==> src/inc/hia_regs.svh <==
// Register offsets, field positions and reset values for the interrupt aggregator.
// Assumes a simple word-wide register port driven by the surrounding PCI target logic.
`ifndef HIA_REGS_SVH
`define HIA_REGS_SVH

`define HIA_PCI_CMD_OFS 8'h04
`define HIA_PCI_STAT_OFS 8'h06
`define HIA_DMA_CMD_OFS 8'h40
`define HIA_DMA_STAT_OFS 8'h54
`define HIA_SCSI_ISR_OFS 8'h14

`define HIA_PCMD_PERR_RESP 6
`define HIA_PSTAT_DET_PERR 15
`define HIA_PSTAT_DPERR 8
`define HIA_DCMD_INTEN 6
`define HIA_DSTAT_PERR 1
`define HIA_DSTAT_ADDR_ERR 2
`define HIA_DSTAT_POWER_DOWN_PIN 3
`define HIA_DSTAT_SCSI 4
`define HIA_DSTAT_DONE 5

`define HIA_PCI_CMD_RST 16'h0000
`define HIA_DMA_CMD_RST 32'h0000_0000

`endif

==> src/inc/hia_pkg.sv <==
// Types shared by the interrupt aggregator and its bench.
// Assumes nothing beyond the register header.
package hia_pkg;

  // Causes that the SCSI block can raise, one pulse each
  typedef struct packed {
    logic bus_reset;
    logic illegal_cmd;
    logic disconnect;
    logic service_req;
    logic cmd_done;
    logic reselected;
  } hia_scsi_ev_s;

  // Events from the DMA engine: done and address-error pulses, plus the bus-master level
  typedef struct packed {
    logic xfer_done;
    logic addr_err;
    logic bus_master;
  } hia_dma_ev_s;

  typedef struct packed {
    logic wr;
    logic rd;
    logic [7:0] addr;
    logic [31:0] wdata;
  } hia_req_s;

endpackage

==> src/design/hia_top.sv <==
// Interrupt aggregator: gathers DMA and SCSI interrupt causes onto one
// active-low request and keeps the PCI parity error flags.
// Assumes a single-cycle register port from the PCI target and synchronous pins.
// A DMA status read clears only the DMA-source flags, never the SCSI one.
`timescale 1ns/100ps
`include "hia_regs.svh"

module hia_top
  import hia_pkg::*;
#(
  parameter int DATA_W = 32,              // Register bus width
  parameter int ADDR_W = 8,               // Register offset width
  parameter int PCI_W = 16,               // PCI command and status register width
  parameter int SCSI_N = 6,               // Number of SCSI block causes
  parameter int DFLAG_N = 4               // Number of DMA-source flags
)
(
  input wire logic clk_i,                 // 50 MHz clock
  input wire logic sys_rst_i,             // Synchronous reset, active high
  input wire hia_req_s req_i,             // Register access request
  output logic [31:0] rdata_o,            // Read data, one cycle after rd
  input wire hia_dma_ev_s dma_ev_i,       // DMA engine events
  input wire hia_scsi_ev_s scsi_ev_i,     // SCSI block causes
  input wire logic power_down_pin_i,      // Power-down pin, active high
  input wire logic parity_err_n_i,        // Parity error pin, active low
  output logic irq_n_o                    // Interrupt request, active low
);

  // The register map and the event structs are fixed; other sizes cannot be served
  if (DATA_W != 32 || ADDR_W != 8 || PCI_W != 16) begin : g_bad_bus
    $error("hia_top: bus widths must be 32, 8 and 16");
  end
  if (SCSI_N != $bits(hia_scsi_ev_s)) begin : g_bad_scsi
    $error("hia_top: SCSI cause count must match the event struct");
  end
  if (DFLAG_N != 4) begin : g_bad_flags
    $error("hia_top: exactly four DMA-source flags are kept");
  end
  // Two registers on one offset would leave the read mux ambiguous
  if (`HIA_PCI_CMD_OFS == `HIA_PCI_STAT_OFS || `HIA_PCI_CMD_OFS == `HIA_DMA_CMD_OFS
      || `HIA_PCI_CMD_OFS == `HIA_DMA_STAT_OFS || `HIA_PCI_CMD_OFS == `HIA_SCSI_ISR_OFS
      || `HIA_PCI_STAT_OFS == `HIA_DMA_CMD_OFS || `HIA_PCI_STAT_OFS == `HIA_DMA_STAT_OFS
      || `HIA_PCI_STAT_OFS == `HIA_SCSI_ISR_OFS || `HIA_DMA_CMD_OFS == `HIA_DMA_STAT_OFS
      || `HIA_DMA_CMD_OFS == `HIA_SCSI_ISR_OFS
      || `HIA_DMA_STAT_OFS == `HIA_SCSI_ISR_OFS) begin : g_bad_map
    $error("hia_top: two registers share an offset");
  end
  // Field positions must fall inside their registers
  if (`HIA_PSTAT_DET_PERR >= PCI_W || `HIA_PSTAT_DPERR >= PCI_W
      || `HIA_PCMD_PERR_RESP >= PCI_W) begin : g_bad_pci_bits
    $error("hia_top: PCI field outside its register");
  end
  if (`HIA_DSTAT_DONE >= DATA_W || `HIA_DCMD_INTEN >= DATA_W) begin : g_bad_dma_bits
    $error("hia_top: DMA field outside its register");
  end

  // Slots in dflag_r
  localparam int FL_PERR = 0;
  localparam int FL_ADDR = 1;
  localparam int FL_POWER_DOWN_PIN = 2;
  localparam int FL_DONE = 3;
  // Slots in pstat_r
  localparam int PS_DPERR = 0;
  localparam int PS_DET = 1;

  // Offset match, shared by the strobes and the read mux
  function automatic logic ofs_hit(input logic [ADDR_W-1:0] addr,
                                   input logic [ADDR_W-1:0] ofs);
    return addr == ofs;
  endfunction

  // Sticky flag update; a set meeting a clear in one cycle wins, so no event is lost
  function automatic logic flag_next(input logic set, input logic clr, input logic cur);
    return set || (cur && !clr);
  endfunction

  // Registered state
  logic [PCI_W-1:0] pci_cmd_r;
  logic [DATA_W-1:0] dma_cmd_r;
  logic [DFLAG_N-1:0] dflag_r;
  logic [1:0] pstat_r;
  logic scsi_pend_r;
  logic [SCSI_N-1:0] scsi_cause_r;
  logic power_down_pin_d_r;
  logic [DATA_W-1:0] rdata_r;
  logic irq_n_r;
  logic [DATA_W-1:0] dma_stat;
  logic [PCI_W-1:0] pci_stat;

  // Register select
  wire sel_pci_cmd = ofs_hit(req_i.addr, `HIA_PCI_CMD_OFS);
  wire sel_pci_stat = ofs_hit(req_i.addr, `HIA_PCI_STAT_OFS);
  wire sel_dma_cmd = ofs_hit(req_i.addr, `HIA_DMA_CMD_OFS);
  wire sel_dma_stat = ofs_hit(req_i.addr, `HIA_DMA_STAT_OFS);
  wire sel_scsi_isr = ofs_hit(req_i.addr, `HIA_SCSI_ISR_OFS);

  // Strobes last one cycle; write and read never come together
  wire wr_pci_cmd = req_i.wr && sel_pci_cmd;
  wire wr_pci_stat = req_i.wr && sel_pci_stat;
  wire wr_dma_cmd = req_i.wr && sel_dma_cmd;
  wire rd_dma_stat = req_i.rd && sel_dma_stat;
  wire rd_scsi_isr = req_i.rd && sel_scsi_isr;

  // Control bits and pins
  wire int_en = dma_cmd_r[`HIA_DCMD_INTEN];
  wire perr_resp = pci_cmd_r[`HIA_PCMD_PERR_RESP];
  wire perr_pin = !parity_err_n_i;
  wire is_master = dma_ev_i.bus_master;
  wire [SCSI_N-1:0] scsi_ev_vec = scsi_ev_i;

  // Event decode
  wire scsi_any = |scsi_ev_vec;
  // Parity is judged only while this device masters the bus for DMA
  wire perr_hit = perr_resp && perr_pin && is_master;
  wire power_down_pin_rise = power_down_pin_i && !power_down_pin_d_r;

  // Done and address events with the enable clear are dropped, not held back
  wire [DFLAG_N-1:0] dflag_set;
  assign dflag_set[FL_PERR] = perr_hit;
  assign dflag_set[FL_ADDR] = dma_ev_i.addr_err && int_en;
  assign dflag_set[FL_POWER_DOWN_PIN] = power_down_pin_rise;
  assign dflag_set[FL_DONE] = dma_ev_i.xfer_done && int_en;

  // Write-one-to-clear for the two PCI status error bits
  wire [1:0] pstat_clr;
  assign pstat_clr[PS_DET] = wr_pci_stat && req_i.wdata[`HIA_PSTAT_DET_PERR];
  assign pstat_clr[PS_DPERR] = wr_pci_stat && req_i.wdata[`HIA_PSTAT_DPERR];

  // Flags share one update rule, so one loop builds them all
  wire [DFLAG_N-1:0] dflag_nxt;
  genvar gi;
  for (gi = 0; gi < DFLAG_N; gi++) begin : g_dflag
    assign dflag_nxt[gi] = flag_next(dflag_set[gi], rd_dma_stat, dflag_r[gi]);
  end

  // Each PCI status bit is set by the parity hit and cleared by its own written one
  wire [1:0] pstat_nxt;
  for (gi = 0; gi < 2; gi++) begin : g_pstat
    assign pstat_nxt[gi] = flag_next(perr_hit, pstat_clr[gi], pstat_r[gi]);
  end

  // Cause bits collect until the SCSI status read takes them
  wire [SCSI_N-1:0] scsi_cause_nxt;
  for (gi = 0; gi < SCSI_N; gi++) begin : g_scause
    assign scsi_cause_nxt[gi] = flag_next(scsi_ev_vec[gi], rd_scsi_isr, scsi_cause_r[gi]);
  end

  // DMA status reads leave the SCSI flag alone; only the SCSI status read clears it
  wire scsi_pend_nxt = flag_next(scsi_any, rd_scsi_isr, scsi_pend_r);

  wire [PCI_W-1:0] pci_cmd_nxt = wr_pci_cmd ? req_i.wdata[PCI_W-1:0] : pci_cmd_r;
  wire [DATA_W-1:0] dma_cmd_nxt = wr_dma_cmd ? req_i.wdata : dma_cmd_r;

  // Raw flags; the parity one still needs the enable to reach the request
  wire st_perr = dflag_r[FL_PERR];
  wire st_addr = dflag_r[FL_ADDR];
  wire st_power_down_pin = dflag_r[FL_POWER_DOWN_PIN];
  wire st_done = dflag_r[FL_DONE];

  // Status words as the host sees them
  always_comb begin
    dma_stat = '0;
    dma_stat[`HIA_DSTAT_PERR] = st_perr;
    dma_stat[`HIA_DSTAT_ADDR_ERR] = st_addr;
    dma_stat[`HIA_DSTAT_POWER_DOWN_PIN] = st_power_down_pin;
    dma_stat[`HIA_DSTAT_SCSI] = scsi_pend_r;
    dma_stat[`HIA_DSTAT_DONE] = st_done;
  end

  always_comb begin
    pci_stat = '0;
    pci_stat[`HIA_PSTAT_DET_PERR] = pstat_r[PS_DET];
    pci_stat[`HIA_PSTAT_DPERR] = pstat_r[PS_DPERR];
  end

  // Read mux; unmapped offsets read as zero
  wire [DATA_W-1:0] pci_cmd_word = {{(DATA_W-PCI_W){1'b0}}, pci_cmd_r};
  wire [DATA_W-1:0] pci_stat_word = {{(DATA_W-PCI_W){1'b0}}, pci_stat};
  wire [DATA_W-1:0] scsi_isr_word = {{(DATA_W-SCSI_N){1'b0}}, scsi_cause_r};
  wire [DATA_W-1:0] rd_mux =
    sel_pci_cmd ? pci_cmd_word :
    sel_pci_stat ? pci_stat_word :
    sel_dma_cmd ? dma_cmd_r :
    sel_dma_stat ? dma_stat :
    sel_scsi_isr ? scsi_isr_word : '0;
  // Zero outside read cycles, so a stale word never lingers on the port
  wire [DATA_W-1:0] rdata_nxt = req_i.rd ? rd_mux : '0;

  // Done and address flags already passed their enable when they were set
  wire pend_xfer = st_done || st_addr;
  wire pend_power_down_pin = st_power_down_pin;
  // Parity flags count toward the request only with the enable; they still show in status
  wire pend_perr = st_perr && int_en;
  wire dma_pend = pend_xfer || pend_power_down_pin || pend_perr;
  wire any_pend = dma_pend || scsi_pend_r;
  wire irq_n_nxt = !any_pend;

  // PCI command register
  always_ff @(posedge clk_i) begin
    if (sys_rst_i) begin
      pci_cmd_r <= `HIA_PCI_CMD_RST;
    end else begin
      pci_cmd_r <= pci_cmd_nxt;
    end
  end

  // DMA command register
  always_ff @(posedge clk_i) begin
    if (sys_rst_i) begin
      dma_cmd_r <= `HIA_DMA_CMD_RST;
    end else begin
      dma_cmd_r <= dma_cmd_nxt;
    end
  end

  // DMA-source flags
  always_ff @(posedge clk_i) begin
    if (sys_rst_i) begin
      dflag_r <= '0;
    end else begin
      dflag_r <= dflag_nxt;
    end
  end

  // PCI status error bits
  always_ff @(posedge clk_i) begin
    if (sys_rst_i) begin
      pstat_r <= 2'b00;
    end else begin
      pstat_r <= pstat_nxt;
    end
  end

  // SCSI pending flag
  always_ff @(posedge clk_i) begin
    if (sys_rst_i) begin
      scsi_pend_r <= 1'b0;
    end else begin
      scsi_pend_r <= scsi_pend_nxt;
    end
  end

  // SCSI cause bits
  always_ff @(posedge clk_i) begin
    if (sys_rst_i) begin
      scsi_cause_r <= '0;
    end else begin
      scsi_cause_r <= scsi_cause_nxt;
    end
  end

  // Pin history for the first-assertion edge
  // Reset clears it, so a pin already high at release counts as a first assertion
  always_ff @(posedge clk_i) begin
    if (sys_rst_i) begin
      power_down_pin_d_r <= 1'b0;
    end else begin
      power_down_pin_d_r <= power_down_pin_i;
    end
  end

  // Read data, valid the cycle after the read strobe
  always_ff @(posedge clk_i) begin
    if (sys_rst_i) begin
      rdata_r <= '0;
    end else begin
      rdata_r <= rdata_nxt;
    end
  end

  // Request pin; registered so it never glitches while flags change
  // It costs one cycle of latency after a flag sets or clears
  always_ff @(posedge clk_i) begin
    if (sys_rst_i) begin
      irq_n_r <= 1'b1;
    end else begin
      irq_n_r <= irq_n_nxt;
    end
  end

  assign rdata_o = rdata_r;
  assign irq_n_o = irq_n_r;

endmodule // hia_top

==> config.mk <==
export PLATFORM = sky130hd
export DESIGN_NAME = hia_top
export DESIGN_NICKNAME = d
export VERILOG_FILES = /design/src/inc/hia_pkg.sv /design/src/design/hia_top.sv
export VERILOG_INCLUDE_DIRS = /design/src /design/src/inc
export SDC_FILE = /design/constraint.sdc
export NUM_CORES = 1
export LEC_CHECK = 0
export BUFFER_PORTS_ARGS = -buffer_cell sky130_fd_sc_hd__buf_2
export CORE_AREA = 2 2 71 123
export DETAILED_ROUTE_END_ITERATION = 8
export DIE_AREA = 0 0 73 125
export PLACE_DENSITY = 0.68
export SLEW_MARGIN = 20
export SYNTH_ARGS = -nofsm -noshare
export SYNTH_HDL_FRONTEND = slang
export SYNTH_SLANG_ARGS = --single-unit
export TNS_END_PERCENT = 30
==> constraint.sdc <==
create_clock -name clk_i -period 1.3 [get_ports clk_i]
set_input_delay 0.065 -clock clk_i [delete_from_list [all_inputs] [get_ports clk_i]]
set_output_delay 0.065 -clock clk_i [all_outputs]
set_load 0.05 [all_outputs]
== Word-level counts from Yosys, hierarchy flattened ==
Index checks and enable logic that the tools add are counted.
Widths: inputs -> output; s select.

* Flip-flop bits (word level): 95
* Latch bits: 0
* Bits in writable memories: 0
* Memory bits (read-only): 0
* Output and inout port bits: 33
* Logic and storage cells: 74
* Memories: 0

* Add/subtract/negate cells: 0
* Multipliers: 0
* Divide/modulo/power cells: 0
* $lt $le $gt $ge: 0
* Equal/unequal tests: 5
* Shifts and indexed selects: 0
* Muxes and demuxes: 5
* Bitwise logic cells: 1
* Reduce and logical (&&, ||, !) cells: 53

{| class="wikitable"
|+ Operators with widths
! kind !! count
|-
| $mux 16 || 2
|-
| $mux 32 || 1
|-
| $logic_and 1x1->1 || 26
|-
| $logic_or 1x1->1 || 17
|-
| $eq 8x3->1 const B || 2
|-
| $eq 8x7->1 const B || 2
|-
| $mux 6 || 2
|-
| $eq 8x5->1 const B || 1
|-
| $logic_not 1->1 || 7
|-
| $reduce_or 6->1 || 1
|-
| $reduce_or 4->1 || 1
|-
| $reduce_or 2->1 || 1
|-
| $not 1->1 || 1
|}

== Depth between registers and ports, before layout ==
* Word-level depth: 6
* Mapped depth: 7
* Gate-level depth less buffers: 4

== Least setup slack after synthesis ==
Ideal clock, no wire load.

* Kind: input to register
* From: input req_i[33] (netlist bit)
* To: register pci_cmd_r[5]
* Setup time: 132 ps
* Arrival: 1285 ps
* Required time: 1168 ps
* Slack: -118 ps
* Cell stages on the path: 6
* Buffers on the path: 2
* Cell sequence: buf_6 -> nor4_4 -> nand3_1 -> buf_2 -> nand2_1 -> a21oi_1

* Cells in the longest elaborated chain, start to end: 2

{| class="wikitable"
|+ Ends and longest elaborated chain
! element !! RTL line !! text
|-
| start: declaration || hia_top.sv:20 || <nowiki>input wire hia_req_s req_i,</nowiki>
|-
| $eq 8x3->1 || hia_top.sv:69 || <nowiki>return addr == ofs;</nowiki>
|-
| $logic_and 1x1->1 || hia_top.sv:98 || <nowiki>wire wr_pci_cmd = req_i.wr && sel_pci_cmd;</nowiki>
|-
| end signal: assignment || hia_top.sv:201 || <nowiki>pci_cmd_r <= `HIA_PCI_CMD_RST;</nowiki>
|-
| end signal: assignment || hia_top.sv:203 || <nowiki>pci_cmd_r <= pci_cmd_nxt;</nowiki>
|-
| end: declaration || hia_top.sv:78 || <nowiki>logic [PCI_W-1:0] pci_cmd_r;</nowiki>
|}

Every way passes these cells.
A chain may end at the register's enable or synchronous reset.

== Worst setup path in the final report ==
* From: register dflag_r[2]
* To: register rdata_r[3] (netlist: rdata_o[3])

* Cells in the longest elaborated chain, start to end: 4

{| class="wikitable"
|+ Ends and longest elaborated chain
! element !! RTL line !! text
|-
| start: declaration || hia_top.sv:80 || <nowiki>logic [DFLAG_N-1:0] dflag_r;</nowiki>
|-
| start signal: assignment || hia_top.sv:221 || <nowiki>dflag_r <= dflag_nxt;</nowiki>
|-
| $mux 6 || hia_top.sv:184 || <nowiki>sel_dma_stat ? dma_stat :</nowiki>
|-
| $mux 32 || hia_top.sv:183 || <nowiki>sel_dma_cmd ? dma_cmd_r :</nowiki>
|-
| $mux 16 || hia_top.sv:182 || <nowiki>sel_pci_stat ? pci_stat_word :</nowiki>
|-
| $mux 16 || hia_top.sv:181 || <nowiki>sel_pci_cmd ? pci_cmd_word :</nowiki>
|-
| end signal: assignment || hia_top.sv:267 || <nowiki>rdata_r <= rdata_nxt;</nowiki>
|-
| end: declaration || hia_top.sv:85 || <nowiki>logic [DATA_W-1:0] rdata_r;</nowiki>
|}

Every way passes these cells.

==> impl_results.md <==
* Yosys top cell by area: dfxtp_1
* Die Span Y at 125 um
* Fin Hold WS at 8.75 ps
* Max_cap viols at 0
* Clk Latency, worst-skew pair at 330 ps
* Reg-to-reg startpoint: dflag_r[2]
* Flop2flop setup slack at 150 ps
* CTS tree: yes
* CP Data Arrival Time at 1380 ps
* DRC at 0
* Max Slew Vio Count at 0
* Pin slew with the least headroom to its limit at 657 ps
* Final Worst Setup Slack at 147 ps
* Max clock buf depth at 2
* Met3 Wirelength at 270 um
* Register area at 1900 um^2
* Outcome: completed
* Hold Crit Depth at 3
* Num rows at 44
* Post-synth EDFFs at 0
* Initial drt markers at 150
* Seq cells post-synth at 95
* Final Critical Period at 1150 ps
* Num CTS Buffers at 9
* WP buf/inv at 1
* Dpl hpwl at 5670 um
* Final Util at 0.585
* Pleak at 0.00225 uW
* Setup violations, final at 0
* Syn nets at 397
* Yosys Warn Count at 0
* Share of cells above drive strength 1 at 0.295
* R2r endpoint: rdata_o[3]
* Nets at 545
* Total Power Consumption at 5770 uW
* Reg clk slew, reported paths at 60 ps
* Worst Hold Path EP: dflag_r[3]
* Filler cells at 731
* Total gr overflow at 0
* Boundary Pins at 88
* Root Driver: clkbuf_16
* Number of diodes at 0
* RePlAce Congestion at 0.768
* Crit-path cells: a21oi_1, o21ai_0, buf_4, a32o_1
* H-tree levels at 3
* Commonest cells after routing, fill and taps aside: dfxtp_1, buf_2, nor2_1, nand2_1, dlygate4sd3_1
* All-Layer GR Usage at 0.189
* Slew HR at 0.562
* Number of port buffers at 87
* Global-route wire length before repair at 13,500 um
* DR vias at 2,923
* Post-Syn Instances at 342
* Multi-input gate area at 1410 um^2
* Die area at 9130 um^2
* Worst ir drop on vdd at 0.652 mV
* Area growth syn-to-layout at 41.1%
* Required time worst endpoint at 1520 ps
* Kind of critical path: reg -> reg
* Dpl cell area at 4110 um^2
* Vias/cell at 4.98
* Worst slack, placed at -223 ps
* Die Wd at 73 um
* Top delay family on crit path: compound AO/OA/AOI/OAI gates
* Initial antenna violation count at 0
* Ys async rst share at 0
* Worst r2r path cells at 4
* Commonest non-fill, non-tap cell in the layout: dfxtp_1
* PwrDens at 1200 nW/um^2
* Antenna viol nets, final at 0
* Crit-path slowest cell: dfxtp_1
* Wirelength per Cell at 14.0 um
* Clk sink count at 95
* Period Utilization, post-route at 0.887
* Syn_area_per_cell at 9.94 um^2
* Seq/Total Area, Yosys at 0.559
* Largest net degree at the start of global routing at 64
* Worst Setup Start Kind: flop
* Mapped cell area at 3400 um^2
* Design area at 4800 um^2
* Worst-path maximum fanout at 3
* Top FF cell, synth: dfxtp_1
* Yosys cell types at 34
* First-pass DRT Iterations at 5
* Vias in the first global route at 2,974
* CORE AREA at 8200 um^2
* Final Hold Fails at 0
* CP max stage delay at 330 ps
* F_max at 0.868 GHz
* Fin Clk Skew at 5.00 ps
* RSZ-0062 raised after global routing: false
* Met2 wire length at 4380 um
* HP Class: in -> reg
* Element type at the critical path end: flop
* Top Metal Used: met4
* WL final at 8200 um
* Initial Util at 0.415
* Met1 WL at 3290 um
* Yosys top cell area share at 0.559
* Hold wc startpoint: dma_ev_i[2]
* Synth top area cells: dfxtp_1, mux2i_1, nor2_1
## timing repair
action | CTS | global route
setup endpoints to repair | 0 | 2
hold buffers | 39 | 0
setup buffers | 0 | 0
gates resized for setup | 0 | 3
endpoints found under the hold margin | 53 | 0
## layout make-up
class,instances,share of cell area
sequential,95,0.396
clock inverter,5,0.00652
clock buffer,11,0.0527
tap,92,0.0240
multi-input combinational,228,0.294
timing repair buffer,156,0.227
## registers in the layout, indices dropped and copies added (netlist names)
signal,count
pci_cmd_r,16
rdata_o,32
dma_cmd_r,32
irq_n_o,1
scsi_pend_r,1
dflag_r,4
pstat_r,2
power_down_pin_d_r,1
scsi_cause_r,6
## worst register-to-register path, delay by kind of cell (launching register included)
kind,cells,cell delay [ps]
compound gates,3,550
buf+inv,1,170
flops,1,330
## Yosys cell counts, types with 2 or more instances
cell       count
buf_6          2
a22oi_1        2
o2bb2ai_1      2
nand2_1       39
a32o_1         5
nand2b_1       2
or2_2          5
a22o_1         9
o21ai_0        7
and2_1        18
dfxtp_1       95
nor2_1        46
mux2i_1       34
nand3_1       10
nor2b_1        2
buf_2          6
nor4_1         2
clkbuf_1       9
a21oi_1       32
## per-layer routing
layer  GRT usage  vias to the layer above
met1       0.204                     1362
met4      0.0969                        0
met5           0                        -
met2       0.341                       76
li1            -                     1465
met3      0.0306                       20
## cell families (layout without fill, tap and decap cells)
family                 after synthesis  in the layout  share of synthesized area
AOI/OAI and AO/OA                   59             59                      0.110
buffers and inverters               19            172                     0.0320
DFF                                 95             95                      0.559
muxes                               34             34                      0.100
and+or+nand+nor                    135            135                      0.199
## where the power goes
group          switching (uW)  internal, uW
Combinational             160           196
Sequential               13.9          2930
Clock                    1070          1400
## worst max path at each step
stage / from / to / cells after the start
2_1_floorplan: req_i[33] / rdata_o[1] / 5
3_3_place_gp: req_i[36] / rdata_o[31] / 7
3_5_place_dp: req_i[36] / rdata_o[2] / 5
4_1_cts: req_i[36] / rdata_o[2] / 5
5_1_grt: req_i[37] / scsi_pend_r / 7
6_report: dflag_r[2] / rdata_o[3] / 4
## stage by stage
stage               cells  TNS [ps]
CTS                   587         0
global placement      532    -18760
global route          587         0
finish                587         0
floorplan             342     -25.4
detailed placement    532    -13180
Note: power is estimated with default switching activity, not from simulation.
